## src/common/serial_adc_defines.vh

```
// constants shared by the serial converter sequencer and its helpers
`ifndef SERIAL_ADC_DEFINES_VH
`define SERIAL_ADC_DEFINES_VH

// ----------------------------------------------------------------------
// conversion_config field layout and reset value
// ----------------------------------------------------------------------
`define CFG_RESET          4'h0
`define CFG_LEN_RESET      2'b00
`define CFG_LEN_8          2'b01
`define CFG_LEN_16         2'b11
`define OUT_BITS_8         5'h08
`define OUT_BITS_12        5'h0c
`define OUT_BITS_16        5'h10

// ----------------------------------------------------------------------
// command_field codes (upper four bits of the command byte)
// ----------------------------------------------------------------------
`define CMD_LAST_INPUT     4'hd
`define CMD_PWRDN          4'he
`define CMD_RESERVED       4'hf

// ----------------------------------------------------------------------
// I/O cycle edge positions
// ----------------------------------------------------------------------
`define EDGE_CMD_DONE      5'h04
`define EDGE_LEN_TAKES     5'h06
`define EDGE_BYTE_DONE     5'h08

// ----------------------------------------------------------------------
// timing: times in ns, counts in clk_sys cycles
// ----------------------------------------------------------------------
`define CLK_PERIOD_NS      40
`define CS_DEBOUNCE_NS     120
`define CS_DEBOUNCE_CYC    ((`CS_DEBOUNCE_NS + `CLK_PERIOD_NS - 1) / `CLK_PERIOD_NS)
`define OSC_HALF_NS        160
`define OSC_HALF_CYC       ((`OSC_HALF_NS + `CLK_PERIOD_NS - 1) / `CLK_PERIOD_NS)
`define CONV_OSC_HALVES    27
`define OSC_START_NS       25
`define OSC_START_CYC      ((`OSC_START_NS + `CLK_PERIOD_NS - 1) / `CLK_PERIOD_NS)
`define CONV_CYC           (`OSC_START_CYC + `CONV_OSC_HALVES * `OSC_HALF_CYC)

`endif

```

## src/rtl/pin_sync.v

```verilog
// two-flop synchronisers for asynchronous pins
`timescale 1ns/1ps
`default_nettype none

module pin_sync #(
  parameter WIDTH = 3,
  parameter [WIDTH-1:0] INIT = {WIDTH{1'b0}}
) (
  // clock and reset
  input  wire             clk_sys,
  input  wire             rst,
  // pins and their synchronised copies
  input  wire [WIDTH-1:0] async_in,
  output reg  [WIDTH-1:0] sync_out
);

  reg [WIDTH-1:0] meta;

  // first stage feeds only the second stage
  always @(posedge clk_sys or posedge rst) begin
    if (rst) begin
      meta     <= INIT;
      sync_out <= INIT;
    end else begin
      meta     <= async_in;
      sync_out <= meta;
    end
  end

endmodule // pin_sync

`default_nettype wire

```

## src/rtl/conversion_timer.v

```verilog
// internal-oscillator conversion timing and result coding
`timescale 1ns/1ps
`default_nettype none
`include "serial_adc_defines.vh"

module conversion_timer (
  // clock and reset
  input  wire        clk_sys,
  input  wire        rst,
  // control from the sequencer
  input  wire        start,
  input  wire        abort,
  input  wire        bipolar,
  // raw code from the analog core
  input  wire [11:0] core_result,
  // result towards the output buffer
  output reg         busy,
  output reg         done,
  output reg  [11:0] result
);

  localparam integer CONV_CYC_I = `CONV_CYC;
  localparam [7:0]   CONV_LAST  = CONV_CYC_I[7:0] - 8'h01;

  reg [7:0] count;
  reg       fmt;

  // count 13.5 oscillator periods plus start delay, then latch the code
  always @(posedge clk_sys or posedge rst) begin
    if (rst) begin
      busy   <= 1'b0;
      done   <= 1'b0;
      count  <= 8'h00;
      fmt    <= 1'b0;
      result <= 12'h000;
    end else begin
      done <= 1'b0;
      if (abort) begin
        busy <= 1'b0;                                  // prior result kept
      end else if (start) begin
        busy  <= 1'b1;
        count <= 8'h00;
        fmt   <= bipolar;                              // format frozen at start
      end else if (busy) begin
        if (count == CONV_LAST) begin
          busy <= 1'b0;
          done <= 1'b1;
          // two's complement is the unsigned code with msb inverted
          result <= bipolar_code(core_result, fmt);
        end else begin
          count <= count + 8'h01;
        end
      end
    end
  end

  function [11:0] bipolar_code;
    input [11:0] code;
    input        signed_fmt;
    begin
      bipolar_code = {code[11] ^ signed_fmt, code[10:0]};
    end
  endfunction

endmodule // conversion_timer

`default_nettype wire

```

## src/rtl/serial_adc_io_sequencer.v

```verilog
// serial I/O and conversion sequencing of a multi-channel SAR converter
//
// Operation
// - Length 00 or 10: 12-bit output, conversion starts after twelfth falling edge.
// - Length 11: 16-bit output, four low bits zero, starts after sixteenth edge.
// - Length 01: upper 8 bits only, conversion starts after eighth falling edge.
// - New length governs current cycle from sixth rising edge.
// - Order bit picks msb- or lsb-first, effective from next cycle.
// - Format 0: unsigned coding, zeros low, ones high.
// - Format 1: two's complement, unsigned code with msb inverted.
// - Format applies to conversion started now, not to data shifting out.
// - Done flag high in reset and sampling, drops after final falling edge.
// - Done flag rises when result latched; first bit then appears if selected.
// - While converting with chip select low, data output is driven low.
// - Chip select high floats output; after debounce the I/O clock is ignored.
// - Debounced chip select low resets; host then holds clock low a while.
// - After chip select falls, each falling clock edge presents the next bit.
// - Chip select may abort conversion; prior result is kept for next cycle.
// - Command 1110 enters software power-down at fourth falling edge.
// - Power-down: no conversion, result kept, serial logic stays active.
// - Starts powered down; leaves on a valid input command, converts at end.
// - Sampling from fourth falling edge, held at last falling edge.
// - Auto power-down after conversion, resumed when chip select goes active.
// - Upper command bits select inputs 0..10, test voltages, power-down, reserved.
// - Reset clears configuration and sets done flag; first result is invalid.
// - Conversion lasts 13.5 oscillator periods plus start delay after I/O cycle.
`timescale 1ns/1ps
`default_nettype none
`include "serial_adc_defines.vh"

module serial_adc_io_sequencer (
  // clock and reset
  input  wire        clk_sys,
  input  wire        rst,
  // serial pins from the host
  input  wire        cs_n,
  input  wire        io_clk,
  input  wire        data_in,
  // three-state serial data output
  output reg         data_out,
  output reg         data_out_oe,
  // conversion-done flag pin
  output reg         eoc,
  // analog core side
  input  wire [11:0] core_result,
  output reg  [3:0]  channel_select,
  output reg         sample_active,
  output reg         powered_down,
  output reg         auto_power_down
);

  // ----------------------------------------------------------------------
  // states and local constants
  // ----------------------------------------------------------------------
  localparam [0:0] ST_IO   = 1'b0;
  localparam [0:0] ST_CONV = 1'b1;
  localparam integer DEB_CYC  = `CS_DEBOUNCE_CYC;
  localparam [2:0]   DEB_LAST = DEB_CYC[2:0] - 3'h1;

  // ----------------------------------------------------------------------
  // helpers
  // ----------------------------------------------------------------------
  // number of bits in an I/O cycle for a length field
  function [4:0] len_bits;
    input [1:0] len;
    begin
      case (len)
        `CFG_LEN_8:  len_bits = `OUT_BITS_8;
        `CFG_LEN_16: len_bits = `OUT_BITS_16;
        default:     len_bits = `OUT_BITS_12;
      endcase
    end
  endfunction

  // result arranged so that bit 15 leaves first
  function [15:0] load_word;
    input [11:0] res;
    input [1:0]  len;
    input        lsb_first;
    reg   [11:0] rev;
    integer      i;
    begin
      rev = 12'h000;
      for (i = 0; i < 12; i = i + 1) begin
        rev[i] = res[11 - i];
      end
      if (!lsb_first) begin
        load_word = {res, 4'h0};                      // 8-bit mode uses top bits only
      end else begin
        case (len)
          `CFG_LEN_8:  load_word = {rev[7:0], 8'h00};   // low four bits dropped
          `CFG_LEN_16: load_word = {4'h0, rev};         // pad bits lead when lsb first
          default:     load_word = {rev, 4'h0};
        endcase
      end
    end
  endfunction

  // ----------------------------------------------------------------------
  // pin synchronisation and edge finding
  // ----------------------------------------------------------------------
  wire cs_s;
  wire sclk_s;
  wire din_s;
  reg  sclk_d;

  pin_sync #(
    .WIDTH (3),
    .INIT  (3'b100)
  ) u_sync (
    .clk_sys  (clk_sys),
    .rst      (rst),
    .async_in ({cs_n, io_clk, data_in}),
    .sync_out ({cs_s, sclk_s, din_s})
  );

  // previous clock level, for edge detection
  always @(posedge clk_sys or posedge rst) begin
    if (rst) begin
      sclk_d <= 1'b0;
    end else begin
      sclk_d <= sclk_s;
    end
  end

  wire sclk_rise = sclk_s & ~sclk_d;
  wire sclk_fall = ~sclk_s & sclk_d;

  // ----------------------------------------------------------------------
  // chip select debounce
  // ----------------------------------------------------------------------
  reg       cs_deb;
  reg [2:0] deb_cnt;
  reg       cs_reset;

  // a level must persist for the debounce time before it is believed;
  // a short glitch therefore neither resets nor freezes the sequencer
  always @(posedge clk_sys or posedge rst) begin
    if (rst) begin
      cs_deb   <= 1'b1;
      deb_cnt  <= 3'h0;
      cs_reset <= 1'b0;
    end else begin
      cs_reset <= 1'b0;
      if (cs_s == cs_deb) begin
        deb_cnt <= 3'h0;
      end else if (deb_cnt == DEB_LAST) begin
        deb_cnt  <= 3'h0;
        cs_deb   <= cs_s;
        cs_reset <= ~cs_s;                           // debounced low resets
      end else begin
        deb_cnt <= deb_cnt + 3'h1;
      end
    end
  end

  // clock edges only count while chip select is debounced low
  wire io_rise = sclk_rise & ~cs_deb;
  wire io_fall = sclk_fall & ~cs_deb;

  // ----------------------------------------------------------------------
  // conversion engine
  // ----------------------------------------------------------------------
  reg         config_format;
  reg         conv_start;
  wire        conv_busy;
  wire        conv_done;
  wire [11:0] conv_result;

  conversion_timer u_conv (
    .clk_sys     (clk_sys),
    .rst         (rst),
    .start       (conv_start),
    .abort       (cs_reset),
    .bipolar     (config_format),
    .core_result (core_result),
    .busy        (conv_busy),
    .done        (conv_done),
    .result      (conv_result)
  );

  // ----------------------------------------------------------------------
  // sequencer state
  // ----------------------------------------------------------------------
  reg        state;
  reg [1:0]  config_len;
  reg        config_order;
  reg [7:0]  cmd_shift;
  reg [3:0]  command_field;
  reg [4:0]  rise_cnt;
  reg [4:0]  fall_cnt;
  reg [4:0]  cycle_len;
  reg [15:0] out_shift;
  reg [11:0] out_buf;

  wire [4:0] next_rise = rise_cnt + 5'h01;
  wire [4:0] next_fall = fall_cnt + 5'h01;
  wire [3:0] cmd_at_len = cmd_shift[4:1];
  wire [3:0] cmd_at_byte = cmd_shift[6:3];
  wire       cmd_valid = (command_field <= `CMD_LAST_INPUT);

  // main I/O cycle sequencing
  always @(posedge clk_sys or posedge rst) begin
    if (rst) begin
      state           <= ST_IO;
      config_len      <= `CFG_LEN_RESET;             // config cleared
      config_order    <= 1'b0;
      config_format   <= 1'b0;
      cmd_shift       <= 8'h00;
      command_field   <= 4'h0;
      rise_cnt        <= 5'h00;
      fall_cnt        <= 5'h00;
      cycle_len       <= `OUT_BITS_12;
      out_shift       <= 16'h0000;
      out_buf         <= 12'h000;                    // first result read is invalid
      eoc             <= 1'b1;
      conv_start      <= 1'b0;
      channel_select  <= 4'h0;
      sample_active   <= 1'b0;
      powered_down    <= 1'b1;                       // starts powered down
      auto_power_down <= 1'b0;
    end else begin
      conv_start <= 1'b0;
      if (cs_reset) begin
        // reset of the I/O cycle; any conversion is dropped
        state           <= ST_IO;
        eoc             <= 1'b1;
        rise_cnt        <= 5'h00;
        fall_cnt        <= 5'h00;
        cycle_len       <= len_bits(config_len);
        out_shift       <= load_word(out_buf, config_len, config_order);
        sample_active   <= 1'b0;
        auto_power_down <= 1'b0;                     // resume on active select
      end else if (conv_done) begin
        // result latched, new cycle begins at once
        state           <= ST_IO;
        eoc             <= 1'b1;
        out_buf         <= conv_result;
        rise_cnt        <= 5'h00;
        fall_cnt        <= 5'h00;
        cycle_len       <= len_bits(config_len);
        out_shift       <= load_word(conv_result, config_len, config_order);
        auto_power_down <= 1'b1;
      end else if (state == ST_IO) begin
        if (io_rise) begin
          auto_power_down <= 1'b0;
          cmd_shift <= {cmd_shift[6:0], din_s};      // msb first on rising edge
          rise_cnt  <= next_rise;
          if (next_rise == `EDGE_LEN_TAKES && cmd_at_len != `CMD_RESERVED) begin
            cycle_len <= len_bits({cmd_shift[0], din_s});
          end
          if (next_rise == `EDGE_BYTE_DONE && cmd_at_byte != `CMD_RESERVED) begin
            config_len    <= cmd_shift[2:1];
            config_order  <= cmd_shift[0];           // used at next load
            config_format <= din_s;                  // used by this conversion
          end
        end else if (io_fall) begin
          fall_cnt <= next_fall;
          if (next_fall == `EDGE_CMD_DONE) begin
            command_field  <= cmd_shift[3:0];
            channel_select <= cmd_shift[3:0];
            if (cmd_shift[3:0] == `CMD_PWRDN) begin
              powered_down <= 1'b1;
            end else if (cmd_shift[3:0] <= `CMD_LAST_INPUT) begin
              sample_active <= 1'b1;
            end
          end
          if (next_fall == cycle_len) begin
            sample_active <= 1'b0;                   // sample held at last edge
            rise_cnt      <= 5'h00;
            fall_cnt      <= 5'h00;
            if (cmd_valid) begin
              powered_down <= 1'b0;
              state        <= ST_CONV;
              eoc          <= 1'b0;
              conv_start   <= 1'b1;
            end else begin
              // no conversion while powered down or reserved; buffer kept
              cycle_len <= len_bits(config_len);
              out_shift <= load_word(out_buf, config_len, config_order);
            end
          end else begin
            out_shift <= {out_shift[14:0], 1'b0};    // next bit on falling edge
          end
        end
      end
    end
  end

  // ----------------------------------------------------------------------
  // pin drivers
  // ----------------------------------------------------------------------
  // output floats one clock after the synchronised select goes high; the two-flop
  // delay on the pin is the price of a clean single clock domain
  always @(posedge clk_sys or posedge rst) begin
    if (rst) begin
      data_out    <= 1'b0;
      data_out_oe <= 1'b0;
    end else begin
      data_out_oe <= ~cs_s;
      if (state == ST_CONV || conv_busy) begin
        data_out <= 1'b0;
      end else begin
        data_out <= out_shift[15];
      end
    end
  end

endmodule // serial_adc_io_sequencer

`default_nettype wire

```

## config.mk

```make
export PLATFORM = sky130hd
export DESIGN_NAME = serial_adc_io_sequencer
export DESIGN_NICKNAME = d
export VERILOG_FILES = /design/src/rtl/pin_sync.v /design/src/rtl/conversion_timer.v /design/src/rtl/serial_adc_io_sequencer.v
export VERILOG_INCLUDE_DIRS = /design/src /design/src/common
export SDC_FILE = /design/constraint.sdc
export NUM_CORES = 1
export LEC_CHECK = 0
export CAP_MARGIN = 20
export CORE_ASPECT_RATIO = 0.9
export CORE_UTILIZATION = 39
export CTS_CLUSTER_DIAMETER = 40
export DETAILED_ROUTE_END_ITERATION = 8
export DONT_BUFFER_PORTS = 1
export PLACE_DENSITY = 0.52
export SYNTH_ARGS = -nofsm -noshare
export SYNTH_HDL_FRONTEND = slang
export SYNTH_SLANG_ARGS = --single-unit
export TNS_END_PERCENT = 1
```

## constraint.sdc

```tcl
create_clock -name clk_sys -period 6.14 [get_ports clk_sys]
set_input_delay 0.921 -clock clk_sys [delete_from_list [all_inputs] [get_ports clk_sys]]
set_output_delay 0.921 -clock clk_sys [all_outputs]
set_load 0.01 [all_outputs]
```

# == After elaboration in Yosys (flattened, before gate mapping) ==
# Index checks and enable logic that the tools add are counted.
# W data, S select, Z words.
# totals
regBits,101
latchBits,0
mem_bits_rw,0
romBits,0
out_inout_bits,10
elab_cells,186
mem_count,0
# classes
add_sub_neg,4
multipliers,0
n_div,0
n_lt_le_gt_ge,2
n_eq_ne,24
shifts,0
mux,83
bitwise_logic,15
n_reduce_logical,29
# op_table
operator,count
$mux W16,9
$mux W5,20
$pmux W16 S2,2
$mux W1,45
$mux W8,3
$pmux W5 S2,2
$reduce_and A5 Y1,4
$reduce_bool A3 Y1,6
$reduce_and A4 Y1,3
$add A5 B1 Y5 const B,2
$eq A5 B3 Y1 const B,2
$not A1 Y1,10
$ne A3 B2 Y1 const B,3
$reduce_and A3 Y1,3
$add A8 B1 Y8 const B,1
$eq A8 B7 Y1 const B,1
$le A4 B4 Y1 const B,2
$ne A2 B2 Y1 const B,4
$ne A4 B3 Y1 const B,2
$ne A4 B4 Y1 const B,2
$reduce_and A2 Y1,4
$reduce_bool A4 Y1,2
$reduce_and A7 Y1,1
$mux W3,2
other kinds (15),22

# == Depth between registers and ports, before layout ==
# depth
depth_word,10
ltp_mapped,8
ltp_nobuf,7

# == Hierarchy ==
# From an unflattened synthesis, not the netlist that was laid out.
# hier_totals
hier_cells,554
area_unflattened_um2,5469.0
# by_module_without_submodules
module,n_inst,cells_per_inst,area_each_um2,seq_area_each_um2
serial_adc_io_sequencer,1,460,4205.3,1757.9
conversion_timer,1,87,1107.3,575.6
pin_sync,1,7,156.4,152.6

# == Worst setup path before layout ==
# OpenSTA, ideal clock, no wires.
# synth_path
path_kind,register to register
start,register fall_cnt[0]
end,register rise_cnt[4]
setup_ps,128
t_arrival_ps,1908
t_required_ps,6012
path_slack_ps,4104
path_stages_with_launch,7
path_buffers,0
synth_period_minus_slack_ps,2036
cell_sequence,dfrtp_1 ha_1 xnor3_1 nand2_2 nor4_2 or2_1 mux2_1
# synth_via
elab_chain_len,4
# synth_rtl
element,line_no,text
start: declaration,serial_adc_io_sequencer.v:191,reg [4:0] fall_cnt;
start signal: assignment,serial_adc_io_sequencer.v:258,fall_cnt <= next_fall;
$add A5 B1 Y5,serial_adc_io_sequencer.v:197,wire [4:0] next_fall = fall_cnt + 5'h01;
$eq A5 B5 Y1,serial_adc_io_sequencer.v:268,if (next_fall == cycle_len) begin
$reduce_bool A4 Y1 (no line),--,
$reduce_and A3 Y1 (no line),--,
end signal: assignment,serial_adc_io_sequencer.v:248,rise_cnt <= next_rise;
end: declaration,serial_adc_io_sequencer.v:190,reg [4:0] rise_cnt;
# Every way passes these cells.
# A chain may end at the register's enable or synchronous reset.

# == Final worst setup path ==
# layout_path
start,register cs_reset
end,register out_shift[0]
# layout_via
elab_chain_len,2
elab_cells_between_ends,6
# layout_rtl
element,line_no,text
start: declaration,serial_adc_io_sequencer.v:134,reg cs_reset;
start signal: assignment,serial_adc_io_sequencer.v:150,cs_reset <= ~cs_s;
"$ne A4 B3 Y1 (no line), or another cell as far along",--,
$reduce_and A4 Y1 (no line),--,
end signal: assignment,serial_adc_io_sequencer.v:231,"out_shift <= load_word(out_buf, config_len, config_order);"
end signal: assignment,serial_adc_io_sequencer.v:242,"out_shift <= load_word(conv_result, config_len, config_order);"
end signal: assignment,serial_adc_io_sequencer.v:280,"out_shift <= load_word(out_buf, config_len, config_order);"
end: declaration,serial_adc_io_sequencer.v:193,reg [15:0] out_shift;
# Parallel ways exist; a longest one is shown, timed or not.

==> summary.md <==
| Metric | Value |
|---|---|
| Largest family of logic cells by synthesized area | `simple AND/OR/NAND/NOR gates` |
| Adder-Cell Fraction of Synth Area | `1.672%` |
| Final-report setup violation count | `0` |
| Most common cell after layout, fill and taps aside | `dfrtp_1` |
| Fin crit period | `2585 ps` |
| DR WL/cell | `17.61 um` |
| Area grow syn2layout | `8.240%` |
| Final Hold Viols | `0` |
| WL met2 | `4.997 mm` |
| Clock Pin Slew Worst Setup and Hold Paths | `70 ps` |
| Fraction of layout instances using a drive strength above 1 | `12.48%` |
| Final HPWL DP | `8.409 mm` |
| Hold Buf Count CTS | `0` |
| MaxCap Viol Count | `0` |
| FF+latch count, synth | `99` |
| Syn_nets | `543` |
| CTS tree | `done` |
| TritonCTS Buffers | `9` |
| Root Driver | `clkbuf_16` |
| Unrepaired setup endpoints after global routing | `no` |
| LEAKAGE | `2.363 nW` |
| Sw frac | `35.03%` |
| Min-Delay Path Class | `flop to flop` |
| Largest net degree at the start of global routing | `73` |
| Register area share after synthesis | `47.46%` |
| Worst Max-Slew Pin Slew | `1094 ps` |
| Post-synth top area share | `43.95%` |
| CTS Sinks | `99` |
| I/O Pins | `27` |
| Top Layer Used | `met4` |
| Max Slew Vio Count | `0` |
| Ys Warns | `0` |
| Routed vias/inst | `5.694` |
| Metal-1 WL | `6.170 mm` |
| CTS Buffer Depth | `2` |
| Setup Fix Bufs, Post-CTS | `0` |
| Synth Area in Simple Gates | `18.56%` |
| Critical Path RT | `6380 ps` |
| Post-synth top flop | `dfrtp_1` |
| Setup crit end kind | `flop` |
| Cell Int Power | `1.346 mW` |
| Clk_skew | `9.322 ps` |
| Crit path kind | `flop to flop` |
| Multiplexer share of the synthesized area | `9.577%` |
| Worst VDD drop | `0.1817 mV` |
| Number of global-route vias before repair | `3740` |
| CTS HTree Levels | `3` |
| Rows | `39` |
| Post-Route WL | `11.92 mm` |
| Critical path fanouts, max | `16` |
| Status | `finished, final reports clean` |
| Cell taking the most area after synthesis | `dfrtp_1` |
| Post-Syn Area | `5239 um^2` |
| Max Fclk | `0.3869 GHz` |
| Total Neg Setup Slack | `0 ps` |
| Commonest cells after routing, fill and taps aside | `92 x dfrtp_1, 51 x nand2_1, 35 x nor2_1` |
| Power consumption | `2.072 mW` |
| Remaining DRCs | `0` |
| Post-synth EDFFs | `0` |
| Iteration-0 DRC Markers | `290` |
| Wire length of the first global-routing pass | `20.19 mm` |
| Reg2reg setup slack | `3560 ps` |
| Post-CTS resize count | `0` |
| Synth async-reset ratio | `100.0%` |
| GRT Util Overall | `19.06%` |
| Die H | `112.0 um` |
| Worst R2R Path Depth | `5` |
| Critical Path AT | `2830 ps` |
| Synth Area in XOR/XNOR | `3.893%` |
| Combinational power share | `26.5%` |
| Antenna Violating Nets Remaining | `0` |
| Final Wtd Congestion | `0.8471` |
| Clk network pwr share | `27.2%` |
| Startpoint Class | `flop` |
| Period utilization | `42.10%` |
| Pwr per Cell Area | `365.4 nW/um^2` |
| WHS Path Cells | `0` |
| ANT cells | `0` |
| Reg power frac | `46.3%` |
| DR vias | `3855` |
| Critical R2R Launch | `cs_reset` |
| Antenna violations before repair | `0` |
| Hold path start | `u_sync.meta[0]` |
| Die X | `124.2 um` |
| Number of distinct library cells after synthesis | `55` |
| Fillers | `1263` |
| Synth Area in Compound Gates | `15.55%` |
| Core area | `12880 um^2` |
| Die area | `13900 um^2` |
| Nets@finish | `532` |
| Slew HR | `26.83%` |
| NetSw | `725.9 uW` |
| Count of buffers from port buffering | `0` |
| Metal3 WL | `619 um` |
| Total grt overflow | `0` |
| Cells after Synth | `519` |
| Iteration count of the initial detailed-routing pass | `4` |
| Initial Util | `40.67%` |
| WHS Endpoint | `u_sync.sync_out[0]` |
| Clock Latency Late Sink | `360 ps` |
| Mean post-synth cell area | `10.09 um^2` |
| FF-to-FF End | `out_shift[0]` |
| Synth top area cells | `dfrtp_1 44%, mux2_2 4.3%, nand2_1 3.7%` |
## kinds of logic (layout without fill, tap and decap cells)
family	count (synthesis)	in the layout
flops	99	99
xor+xnor	20	20
buf+inv	44	38
fa+ha+maj	7	7
simple gates	180	180
mux	46	46
compound gates	123	123
## synthesized netlist by cell type (16+ instances only)
master	n
inv_1	16
nand3_1	17
dfrtp_1	92
nand2_1	51
a31oi_1	24
mux2_2	20
nand2b_1	16
a21oi_1	26
nor2_1	35
o21ai_0	23
clkbuf_1	19
## cell type report
type                            instances  area, um^2  area share, %
Sequential cell                        99        2486          43.84
Clock inverter                          5       42.54         0.7502
Inverter                               17       66.31          1.169
Clock buffer                           11       252.7          4.457
Multi-Input combinational cell        376        2580          45.50
Tap cell                              164       205.2          3.619
Timing Repair Buffer                    5       37.54         0.6620
## flip-flops by register name (all words and copies together), names as in the netlist, 2 cells and up
signal           count
config_len           2
command_field        4
u_conv.result       12
u_sync.meta          3
cmd_shift            7
u_sync.sync_out      3
rise_cnt             5
out_buf             12
fall_cnt             5
cycle_len            3
deb_cnt              3
out_shift           16
u_conv.count         8
## stage by stage
step                      cells  instance area, um^2  setup slack [ps]  utilization [%]  hold WS [ps]
after floorplan             519                 5239              2640                -         331.2
after detailed placement    660                 5368              3530            41.67         341.8
after CTS                   676                 5663              3484            43.96         357.9
final                       677                 5670              3555            44.02         354.7
after global routing        677                 5670              3374            44.02         362.9
after global placement      660                 5368              3690            41.67         336.9
## worst max-delay path, cell delays in order, from the launching register on
cell and delay [ps]:
dfrtp_1 510, nor2_1 560, nand2_1 220, nor4_4 610
nor2_4 190, mux2_1 370
## worst max path at each step
stage	slack, ps	depth (start not counted)	to	from
after floorplan	2640	1	auto_power_down	rst
after global placement	3690	5	out_shift[0]	cs_reset
after detailed placement	3530	6	out_shift[9]	fall_cnt[0]
after CTS	3480	6	out_shift[9]	fall_cnt[0]
after global routing	3370	5	out_shift[0]	cs_reset
final	3560	5	out_shift[0]	cs_reset
## routing by layer
| layer | vias up | track usage [%] |
|---|---|---|
| met5 | - | 0 |
| met4 | 0 | 4.603 |
| met3 | 10 | 5.072 |
| met2 | 74 | 25.75 |
| met1 | 1919 | 29.76 |
| li1 | 1852 | - |
## power groups by stage
| stage | clock network (mW) | registers, mW | logic (mW) |
|---|---|---|---|
| after floorplan | 0 | 0.913 | 0.468 |
| final | 0.564 | 0.959 | 0.550 |
| after detailed placement | 0 | 0.969 | 0.549 |
| after global placement | 0 | 0.966 | 0.532 |
| after global routing | 0.607 | 0.983 | 0.617 |
| after CTS | 0.584 | 0.959 | 0.550 |
No activity file was read; power rests on OpenSTA's default activity.
